===== src/inc/adcc_pkg.sv =====
package adcc_pkg;

    // ************************************************
    // Widths
    // ************************************************
    localparam int ADCC_RES_W = 10;
    localparam int ADCC_CH_W = 4;
    localparam int ADCC_NUM_EVT = 2;

    // ************************************************
    // Register byte offsets
    // ************************************************
    localparam logic [7:0] ADCC_OFF_CSR = 8'h00;
    localparam logic [7:0] ADCC_OFF_HIGH = 8'h04;
    localparam logic [7:0] ADCC_OFF_LOW = 8'h08;
    localparam logic [7:0] ADCC_OFF_ISR = 8'h0c;
    localparam logic [7:0] ADCC_OFF_IMR = 8'h10;

    // ************************************************
    // Control/status fields
    // ************************************************
    localparam int ADCC_BIT_EOC = 7;
    localparam int ADCC_BIT_SPEED = 6;
    localparam int ADCC_BIT_ON = 5;
    localparam int ADCC_BIT_RSV = 4;
    localparam int ADCC_CH_LSB = 0;

    // Interrupt status bits
    localparam int ADCC_EVT_EOC = 0;
    localparam int ADCC_EVT_ABORT = 1;

    // ************************************************
    // Reset values
    // ************************************************
    localparam logic [7:0] ADCC_CSR_RST = 8'h00;
    localparam logic [7:0] ADCC_HIGH_RST = 8'h00;
    localparam logic [1:0] ADCC_LOW_RST = 2'h0;
    localparam logic [1:0] ADCC_MASK_RST = 2'h0;

    // ************************************************
    // Converter clock divide ratios
    // ************************************************
    localparam logic [1:0] ADCC_DIV_SLOW_LAST = 2'h3;
    localparam logic [1:0] ADCC_DIV_FAST_LAST = 2'h1;

    typedef enum logic [1:0]
    {
        ADCC_IDLE = 2'b00,
        ADCC_START = 2'b01,
        ADCC_BUSY = 2'b10
    } adcc_conv_t;

endpackage


===== src/verilog/adcc_clkdiv.sv =====
`timescale 1ns/1ps

module adcc_clkdiv
    import adcc_pkg::*;
(
    // Clock and reset
    input wire logic hclk,
    input wire logic hresetn,
    input wire logic ce,
    // Control
    input wire logic enable,
    input wire logic half_rate,
    // Converter clock strobe
    output logic tick
);

    logic [1:0] cnt;
    logic [1:0] last;

    // Divide by two or by four of the CPU clock
    assign last = half_rate ? ADCC_DIV_FAST_LAST : ADCC_DIV_SLOW_LAST;

    always_ff @(posedge hclk or negedge hresetn)
    begin
        if (!hresetn)
        begin
            cnt <= 2'h0;
            tick <= 1'b0;
        end
        else if (ce)
        begin
            if (!enable || cnt >= last)
            begin
                cnt <= 2'h0;
            end
            else
            begin
                cnt <= cnt + 2'h1;
            end
            tick <= enable && (cnt == last);
        end
    end
endmodule // adcc_clkdiv


===== src/verilog/adcc_regs.sv =====
`timescale 1ns/1ps

// How it works
// Conversion-complete flag in control bit 7 is set when a conversion ends.
// Reading the high result or writing control clears the complete flag.
// Complete flag is read-only; every other control bit is read/write.
// Speed bit picks converter clock: 0 is CPU/4, 1 is CPU/2.
// Writing converter-on as 1 starts conversion; 0 stops and disables.
// Software always writes zero to reserved control bit 4.
// Four low control bits select input 0 to 15 as binary index.
// Number of real input channels is a parameter, at most sixteen.
// High result register holds result bits 9 down to 2.
// Low result register holds result bits 1 and 0 in bits 1:0.
// Upper six bits of the low result register always read zero.
// Control and both result registers reset to zero.
// Results update in the same cycle the complete flag is set.
// Clearing converter-on mid-conversion abandons it: no flag, no result.

module adcc_regs
    import adcc_pkg::*;
#(
    parameter int NUM_CH = 16
)
(
    // AHB-Lite clock and reset
    input wire logic hclk,
    input wire logic hresetn,
    input wire logic ce,
    // AHB-Lite slave
    input wire logic hsel,
    input wire logic [31:0] haddr,
    input wire logic [1:0] htrans,
    input wire logic hwrite,
    input wire logic [2:0] hsize,
    input wire logic [31:0] hwdata,
    input wire logic hready,
    output logic [31:0] hrdata,
    output logic hreadyout,
    output logic hresp,
    // Interrupt
    output logic irq,
    // Conversion core
    output logic converter_on,
    output logic core_start,
    output logic core_clk_tick,
    output logic [ADCC_CH_W-1:0] input_channel_select,
    output logic core_channel_valid,
    input wire logic core_done,
    input wire logic [ADCC_RES_W-1:0] core_result
);

    // ************************************************
    // Declarations
    // ************************************************
    logic pend;
    logic acc_write;
    logic [7:0] acc_addr;
    logic acc_go;
    logic data_go;
    logic wr_go;
    logic rd_go;
    logic wr_csr;
    logic wr_imr;
    logic rd_high;
    logic rd_isr;
    logic eoc;
    logic speed;
    logic rsv;
    logic [7:0] result_high_byte;
    logic [1:0] result_low_bits;
    logic [ADCC_NUM_EVT-1:0] isr;
    logic [ADCC_NUM_EVT-1:0] imr;
    logic [ADCC_NUM_EVT-1:0] evt;
    logic [7:0] rd_val;
    logic start_req;
    logic stop_req;
    logic conv_finish;
    logic conv_abort;
    adcc_conv_t state;
    adcc_conv_t next_state;

    function automatic logic hit(input logic [7:0] a, input logic [7:0] off);
        return a == off;
    endfunction

    // ************************************************
    // Bus address and data phase
    // ************************************************
    assign acc_go = ce && hsel && hready && htrans[1];
    assign data_go = ce && pend;
    assign wr_go = data_go && acc_write;
    assign rd_go = data_go && !acc_write;
    assign wr_csr = wr_go && hit(acc_addr, ADCC_OFF_CSR);
    assign wr_imr = wr_go && hit(acc_addr, ADCC_OFF_IMR);
    assign rd_high = rd_go && hit(acc_addr, ADCC_OFF_HIGH);
    assign rd_isr = rd_go && hit(acc_addr, ADCC_OFF_ISR);

    // One wait state so that read data comes from a flip-flop
    always_ff @(posedge hclk or negedge hresetn)
    begin
        if (!hresetn)
        begin
            pend <= 1'b0;
            acc_write <= 1'b0;
            acc_addr <= 8'h00;
            hreadyout <= 1'b1;
            hresp <= 1'b0;
        end
        else if (ce)
        begin
            hresp <= 1'b0;
            if (acc_go)
            begin
                pend <= 1'b1;
                acc_write <= hwrite;
                acc_addr <= haddr[7:0];
                hreadyout <= 1'b0;
            end
            else if (pend)
            begin
                pend <= 1'b0;
                hreadyout <= 1'b1;
            end
        end
    end

    // Read multiplexer; unmapped offsets read zero
    always_comb
    begin
        rd_val = 8'h00;
        case (acc_addr)
            ADCC_OFF_CSR: rd_val =
                {eoc, speed, converter_on, rsv, input_channel_select};
            ADCC_OFF_HIGH: rd_val = result_high_byte;
            ADCC_OFF_LOW: rd_val = {6'h00, result_low_bits};
            ADCC_OFF_ISR: rd_val = {6'h00, isr};
            ADCC_OFF_IMR: rd_val = {6'h00, imr};
            default: rd_val = 8'h00;
        endcase
    end

    always_ff @(posedge hclk or negedge hresetn)
    begin
        if (!hresetn)
        begin
            hrdata <= 32'h0000_0000;
        end
        else if (rd_go)
        begin
            hrdata <= {24'h00_0000, rd_val};
        end
    end

    // ************************************************
    // Control/status register
    // ************************************************
    always_ff @(posedge hclk or negedge hresetn)
    begin
        if (!hresetn)
        begin
            speed <= ADCC_CSR_RST[ADCC_BIT_SPEED];
            converter_on <= ADCC_CSR_RST[ADCC_BIT_ON];
            rsv <= ADCC_CSR_RST[ADCC_BIT_RSV];
            input_channel_select <= ADCC_CSR_RST[ADCC_CH_W-1:0];
            core_channel_valid <= 1'b1;
        end
        else if (wr_csr)
        begin
            speed <= hwdata[ADCC_BIT_SPEED];
            converter_on <= hwdata[ADCC_BIT_ON];
            rsv <= hwdata[ADCC_BIT_RSV];
            input_channel_select <= hwdata[ADCC_CH_LSB+:ADCC_CH_W];
            core_channel_valid <=
                {1'b0, hwdata[ADCC_CH_LSB+:ADCC_CH_W]} < 5'(NUM_CH);
        end
    end

    // ************************************************
    // Conversion sequencer
    // ************************************************
    assign start_req = wr_csr && hwdata[ADCC_BIT_ON];
    assign stop_req = wr_csr && !hwdata[ADCC_BIT_ON];
    assign conv_finish = ce && state == ADCC_BUSY && core_done && !stop_req;
    assign conv_abort = ce && state != ADCC_IDLE && stop_req;

    always_comb
    begin
        next_state = state;
        unique case (state)
            ADCC_IDLE:
            begin
                if (start_req)
                begin
                    next_state = ADCC_START;
                end
            end
            ADCC_START:
            begin
                next_state = stop_req ? ADCC_IDLE : ADCC_BUSY;
            end
            ADCC_BUSY:
            begin
                if (stop_req || core_done)
                begin
                    next_state = ADCC_IDLE;
                end
            end
            default:
            begin
                next_state = ADCC_IDLE;
            end
        endcase
    end

    always_ff @(posedge hclk or negedge hresetn)
    begin
        if (!hresetn)
        begin
            state <= ADCC_IDLE;
            core_start <= 1'b0;
        end
        else if (ce)
        begin
            state <= next_state;
            core_start <= next_state == ADCC_START;
        end
    end

    adcc_clkdiv u_clkdiv
    (
        .hclk(hclk),
        .hresetn(hresetn),
        .ce(ce),
        .enable(converter_on),
        .half_rate(speed),
        .tick(core_clk_tick)
    );

    // ************************************************
    // Completion flag and results
    // ************************************************
    always_ff @(posedge hclk or negedge hresetn)
    begin
        if (!hresetn)
        begin
            eoc <= ADCC_CSR_RST[ADCC_BIT_EOC];
        end
        else if (conv_finish)
        begin
            eoc <= 1'b1;
        end
        else if (wr_csr || rd_high)
        begin
            eoc <= 1'b0;
        end
    end

    always_ff @(posedge hclk or negedge hresetn)
    begin
        if (!hresetn)
        begin
            result_high_byte <= ADCC_HIGH_RST;
            result_low_bits <= ADCC_LOW_RST;
        end
        else if (conv_finish)
        begin
            result_high_byte <= core_result[9:2];
            result_low_bits <= core_result[1:0];
        end
    end

    // ************************************************
    // Interrupt status and mask
    // ************************************************
    assign evt[ADCC_EVT_EOC] = conv_finish;
    assign evt[ADCC_EVT_ABORT] = conv_abort;

    generate
        for (genvar gi = 0; gi < ADCC_NUM_EVT; gi++)
        begin : g_isr
            always_ff @(posedge hclk or negedge hresetn)
            begin
                if (!hresetn)
                begin
                    isr[gi] <= 1'b0;
                end
                else if (evt[gi])
                begin
                    isr[gi] <= 1'b1;
                end
                else if (rd_isr)
                begin
                    isr[gi] <= 1'b0;
                end
            end
        end
    endgenerate

    always_ff @(posedge hclk or negedge hresetn)
    begin
        if (!hresetn)
        begin
            imr <= ADCC_MASK_RST;
            irq <= 1'b0;
        end
        else if (ce)
        begin
            if (wr_imr)
            begin
                imr <= hwdata[ADCC_NUM_EVT-1:0];
            end
            irq <= |(isr & imr);
        end
    end
endmodule // adcc_regs


===== config.mk =====
export PLATFORM = sky130hd
export DESIGN_NAME = adcc_regs
export DESIGN_NICKNAME = d
export VERILOG_FILES = /design/src/inc/adcc_pkg.sv /design/src/verilog/adcc_clkdiv.sv /design/src/verilog/adcc_regs.sv
export SDC_FILE = /design/constraint.sdc
export NUM_CORES = 1
export LEC_CHECK = 0
export BUFFER_PORTS_ARGS = -buffer_cell sky130_fd_sc_hd__buf_2
export CAP_MARGIN = 30
export CORE_UTILIZATION = 44
export DETAILED_ROUTE_END_ITERATION = 10
export GPL_ROUTABILITY_DRIVEN = 0
export GPL_TIMING_DRIVEN = 0
export PLACE_DENSITY_LB_ADDON = 0.15
export SKIP_CTS_REPAIR_TIMING = 1
export SLEW_MARGIN = 20
export SYNTH_ARGS = -nofsm -noshare
export SYNTH_HDL_FRONTEND = slang
export SYNTH_SLANG_ARGS = --single-unit

===== constraint.sdc =====
create_clock -name hclk -period 2.95 [get_ports hclk]
set_input_delay 0.7375 -clock hclk [delete_from_list [all_inputs] [get_ports hclk]]
set_output_delay 0.7375 -clock hclk [all_outputs]
set_load 0.02 [all_outputs]

After elaboration in Yosys (flattened, before gate mapping)
Cells that the tools add are included.
{ "word_totals": {"regBits": 48, "input_bits": 86, "output_inout_bits": 43, "word_cells": 82} }
{ "op_classes": {"addsub": 1, "magnitude_cmp": 1, "n_eq_ne": 8, "n_mux": 15, "n_bitwise": 1, "reduce_logical": 36} }
{ "op_table": {"columns": ["operator", "n"], "rows": [
  ["8-bit case mux with 5 select lines", 1],
  ["1-bit logical AND", 18],
  ["8-bit by 4-bit equality test with 1-bit output, second input constant", 2],
  ["2-bit 2-to-1 mux", 5],
  ["2-bit nonzero test", 5],
  ["8-bit by 3-bit equality test with 1-bit output, second input constant", 1],
  ["8-bit by 5-bit equality test with 1-bit output, second input constant", 1],
  ["8-bit zero test", 1],
  ["1-bit 2-to-1 mux", 8],
  ["2-bit case mux with 3 select lines", 1],
  ["2-bit AND reduction", 3],
  ["2-bit by 1-bit equality test with 1-bit output, second input constant", 2],
  ["1-bit zero test", 4],
  ["1-bit logical OR", 3],
  ["2-bit by 1-bit adder with 2-bit output, second input constant", 1],
  ["2-bit bitwise AND", 1],
  ["2-bit equality test", 1],
  ["2-bit equality test, second input constant", 1],
  ["2-bit greater-or-equal comparator", 1],
  ["2-bit zero test", 1],
  ["2-bit OR reduction", 1]
]} }

Longest topological paths before layout
{ "depth": {"word_depth": 8, "mapped_depth": 6, "depth_no_buf": 4} }

By module
From an unflattened synthesis, not the netlist that was laid out.
{ "hier_totals": {"cells_unflattened": 201, "hier_area_um2": 2399.8} }
{ "modules_own_cells": {"columns": ["mod", "instances", "cells_per_inst", "area_per_inst_um2", "seq_area_each_um2"], "rows": [
  ["adcc_regs", 1, 186, 2232.1, 1127.3],
  ["adcc_clkdiv", 1, 15, 167.7, 75.1]
]} }

Worst setup path after synthesis
OpenSTA, ideal clock, no wires.
{ "synth_path": {"path_type": "input port to flip-flop", "start": "input ce", "end": "register isr[1]", "setup_time_ns": 0.121, "arrival_time_ns": 2.088, "t_required_ns": 2.829, "slack_ns": 0.741, "stages": 6, "path_buffers": 2, "cell_sequence": "clkbuf_1 -> nand2_1 -> or2_2 -> buf_1 -> or3_1 -> a22o_1"} }
{ "synth_between": {"elab_chain_len": 6, "elab_cells_between_ends": 10} }
{ "synth_rtl": {"columns": ["element", "line", "text"], "rows": [
  ["from (decl)", "adcc_regs.sv:28", "input wire logic ce,"],
  ["1-bit logical AND", "adcc_regs.sv:90", "assign data_go = ce && pend;"],
  ["1-bit logical AND", "adcc_regs.sv:91", "assign wr_go = data_go && acc_write;"],
  ["1-bit logical AND", "adcc_regs.sv:93", "assign wr_csr = wr_go && hit(acc_addr, ADCC_OFF_CSR);"],
  ["1-bit logical AND", "adcc_regs.sv:182", "assign stop_req = wr_csr && !hwdata[ADCC_BIT_ON];"],
  ["1-bit logical AND", "adcc_regs.sv:184", "assign conv_abort = ce && state != ADCC_IDLE && stop_req;"],
  ["1-bit 2-to-1 mux / 2-bit nonzero test (equally long branches)", null, null],
  ["to (signal, indexed assignment)", "adcc_regs.sv:285", "isr[gi] <= 1'b0;"],
  ["to (signal, indexed assignment)", "adcc_regs.sv:289", "isr[gi] <= 1'b1;"],
  ["to (signal, indexed assignment)", "adcc_regs.sv:293", "isr[gi] <= 1'b0;"],
  ["to (decl)", "adcc_regs.sv:71", "logic [ADCC_NUM_EVT-1:0] isr;"]
]} }
Parallel ways exist; a longest one is shown, timed or not.
A chain may end at the register's enable or synchronous reset.

Worst setup path in the final report
{ "layout_path": {"start": "register acc_addr[2]", "end": "register input_channel_select[2]"} }
{ "layout_between": {"elab_chain_len": 2} }
{ "layout_rtl": {"columns": ["element", "line", "text"], "rows": [
  ["from (decl)", "adcc_regs.sv:57", "logic [7:0] acc_addr;"],
  ["from (signal assigned)", "adcc_regs.sv:116", "acc_addr <= haddr[7:0];"],
  ["8-bit zero test", "adcc_regs.sv:83", "return a == off;"],
  ["1-bit logical AND", "adcc_regs.sv:93", null],
  ["to (signal assigned)", "adcc_regs.sv:164", "input_channel_select <= ADCC_CSR_RST[ADCC_CH_W-1:0];"],
  ["to (signal assigned)", "adcc_regs.sv:172", "input_channel_select <= hwdata[ADCC_CH_LSB+:ADCC_CH_W];"],
  ["to (decl)", "adcc_regs.sv:46", "output logic [ADCC_CH_W-1:0] input_channel_select,"]
]} }
No other way between the ends.

==> results_dict.tcl <==
set metrics [dict create \
    grt_overflow_total 0 \
    antenna_found_initial 0 \
    drt_iter0_drc 114 \
    dpl.hpwl_um 3410 \
    start_util_pct 47.1 \
    dieArea_um2 5490 \
    synth_top_area_cell "dfrtp_1" \
    io_buffers 48 \
    dpl.cell_count 330 \
    wl_per_cell_um 13.1 \
    fin_util_pct 58.4 \
    synth_warnings 0 \
    clock_latency_ps 310 \
    cts_buffer_depth 2 \
    fin_area_um2 2830 \
    grt_start_max_net_pins 31 \
    synth.area.top_cells "dfrtp_1, mux2_2, buf_4" \
    synth_edf_count 0 \
    io_pins 129 \
    placed_cell_area_um2 2720 \
    fp-row-count 25 \
    synth_flop_cell "dfrtp_1" \
    path_clk_slew_ps 90 \
    tightest_slew_ps 782 \
    yosysSeqAreaShare_pct 52.6 \
    cp_data_arrival_time_ps 2530 \
    drtPass1Iterations 4 \
    synthCells 190 \
    dp_slack_ps 417 \
    area_growth_pct 23.9 \
    n_antenna_cell 0 \
    drc 0 \
    setup_ws_ps 609 \
    h-tree-depth 2 \
    setup_violations 0 \
    path_max_fanout 9 \
    ys_seq_elements 48 \
    grt_first_pass_wirelength_um 7360 \
    die_h_um 74.1 \
    totalPowerFinal_mw 1.66 \
    min_period_ps 2340 \
    drive_gt1_share_pct 43.2 \
    worstPathRequired_ps 3140 \
    synth.top_cell.area_share_pct 51.5 \
    skew_ps 7.61 \
    cts_root_buffer "clkbuf_8" \
    cts_buffers 5 \
    maxCapViolations 0 \
    synth_area_um2 2290 \
    core_um2 4850 \
    cp-start-kind "register" \
    syn_area_per_cell_um2 12.0 \
    synth_cell_types 38 \
    p_per_area_nw_per_um2 587 \
    async_reset_ff_share_pct 100 \
    wirelength_um 4440 \
    max_freq_ghz 0.427 \
    leakagePower_nw 1.39 \
    grt_util_all_layers_pct 18.0 \
    fp.dieW_um 74.1 \
    finalHoldViolCount 0 \
    crit_type "register to register" \
    hold_ws_ps 370 \
    min_path_type "input pin to asynchronous set/reset pin" \
    grt_pass1_vias 1557 \
    viasPerCell 4.84 \
    nets 357 \
    period_share_pct 79.3 \
    cts_tree "done" \
    drtAntennaViolNets 0 \
    final_cell_mix "buf_2, dfrtp_1, mux2_2, buf_4, conb_1" \
    worstSetupEndpointType "register" \
    maxSlewViolCount 0 \
    rsz0062_at_grt "false" \
    ir_worst_vdd_v 0.000352 \
    fin_setup_tns_ps 0 \
    slew_headroom_pct 47.6 \
    status "complete, no violations" \
    vias 1635 \
    fin_cells 338 \
    final_common_cell "buf_2" \
    clkSinkCount 48 \
]
-- flip-flops by register name, summed over array words and instances, names as in the netlist, 2 cells and up --
name and count:
result_high_byte 8, hrdata 8, imr 2, input_channel_select 4, acc_addr 8, u_clkdiv.cnt 2
result_low_bits 2, state 2, isr 2
-- metal layers --
| metal | share of wire [%] | track usage, % | vias up |
|---|---|---|---|
| met5 | 0 | 0 | - |
| met4 | 1.3 | 6.41 | 0 |
| met3 | 6.0 | 4.20 | 7 |
| met2 | 47 | 28.7 | 61 |
| met1 | 45 | 24.0 | 774 |
| li1 | - | - | 793 |
-- cell usage after synthesis, types with 2 or more instances --
library cell	n
nor2_1	4
clkbuf_1	3
nand2b_1	2
o22ai_1	2
buf_4	26
nand2_1	3
nand3_1	2
o21a_1	2
inv_1	8
nand4_1	2
nor2b_1	2
nor4b_1	2
conb_1	2
a21oi_1	4
a22o_1	13
mux2_1	4
buf_2	3
mux2_2	26
dfrtp_1	47
o221ai_1	2
nor4_1	4
a22oi_1	5
o21ai_0	5
or4_1	2
a21o_1	2
-- final cells by class --
class | instances | area [µm²]
buffer | 33 | 225
clock buffer | 5 | 68.8
clock inverter | 3 | 42.5
fill | 426 | 2020
inverter | 8 | 30.0
multi-input combinational | 125 | 918
sequential | 48 | 1200
tap | 67 | 83.8
timing repair buffer | 49 | 260
-- kinds of logic after synthesis --
logic type,count (synthesis),synth area share (%)
DFF,48,52.6
muxes,30,14.8
buffers and inverters,41,11.2
AOI/OAI and AO/OA,37,11.8
other,2,0.329
and+or+nand+nor,31,8.76
adders and majority gates,1,0.547
-- critical path, cell delays in order, from the launching register on --
cell     delay [ps]
dfrtp_1         450
or4_1           510
buf_2           180
nor3_2          670
mux2_2          420
-- path summary, 6_finish.rpt --
| kind | to | depth (start not counted) | startpoint | slack (ps) |
|---|---|---|---|---|
| max reg2reg | input_channel_select[2] | 4 | acc_addr[2] | 610 |
| min in group hclk | hreadyout | 2 | hreadyout | 480 |
| min | irq | 1 | hresetn | 370 |
| max in group asynchronous | result_high_byte[3] | 2 | hresetn | 2060 |
| min reg2reg | hreadyout | 2 | hreadyout | 480 |
| max | input_channel_select[2] | 4 | acc_addr[2] | 610 |
-- power breakdown --
group / switching [mW] / leakage, nW / internal [mW] / total (mW)
logic: 0.159 / 0.727 / 0.168 / 0.327
registers: 0.0838 / 0.611 / 0.777 / 0.861
clock network: 0.224 / 0.0541 / 0.251 / 0.475
total: 0.467 / 1.39 / 1.20 / 1.66
(Power assumes the default switching activity.)
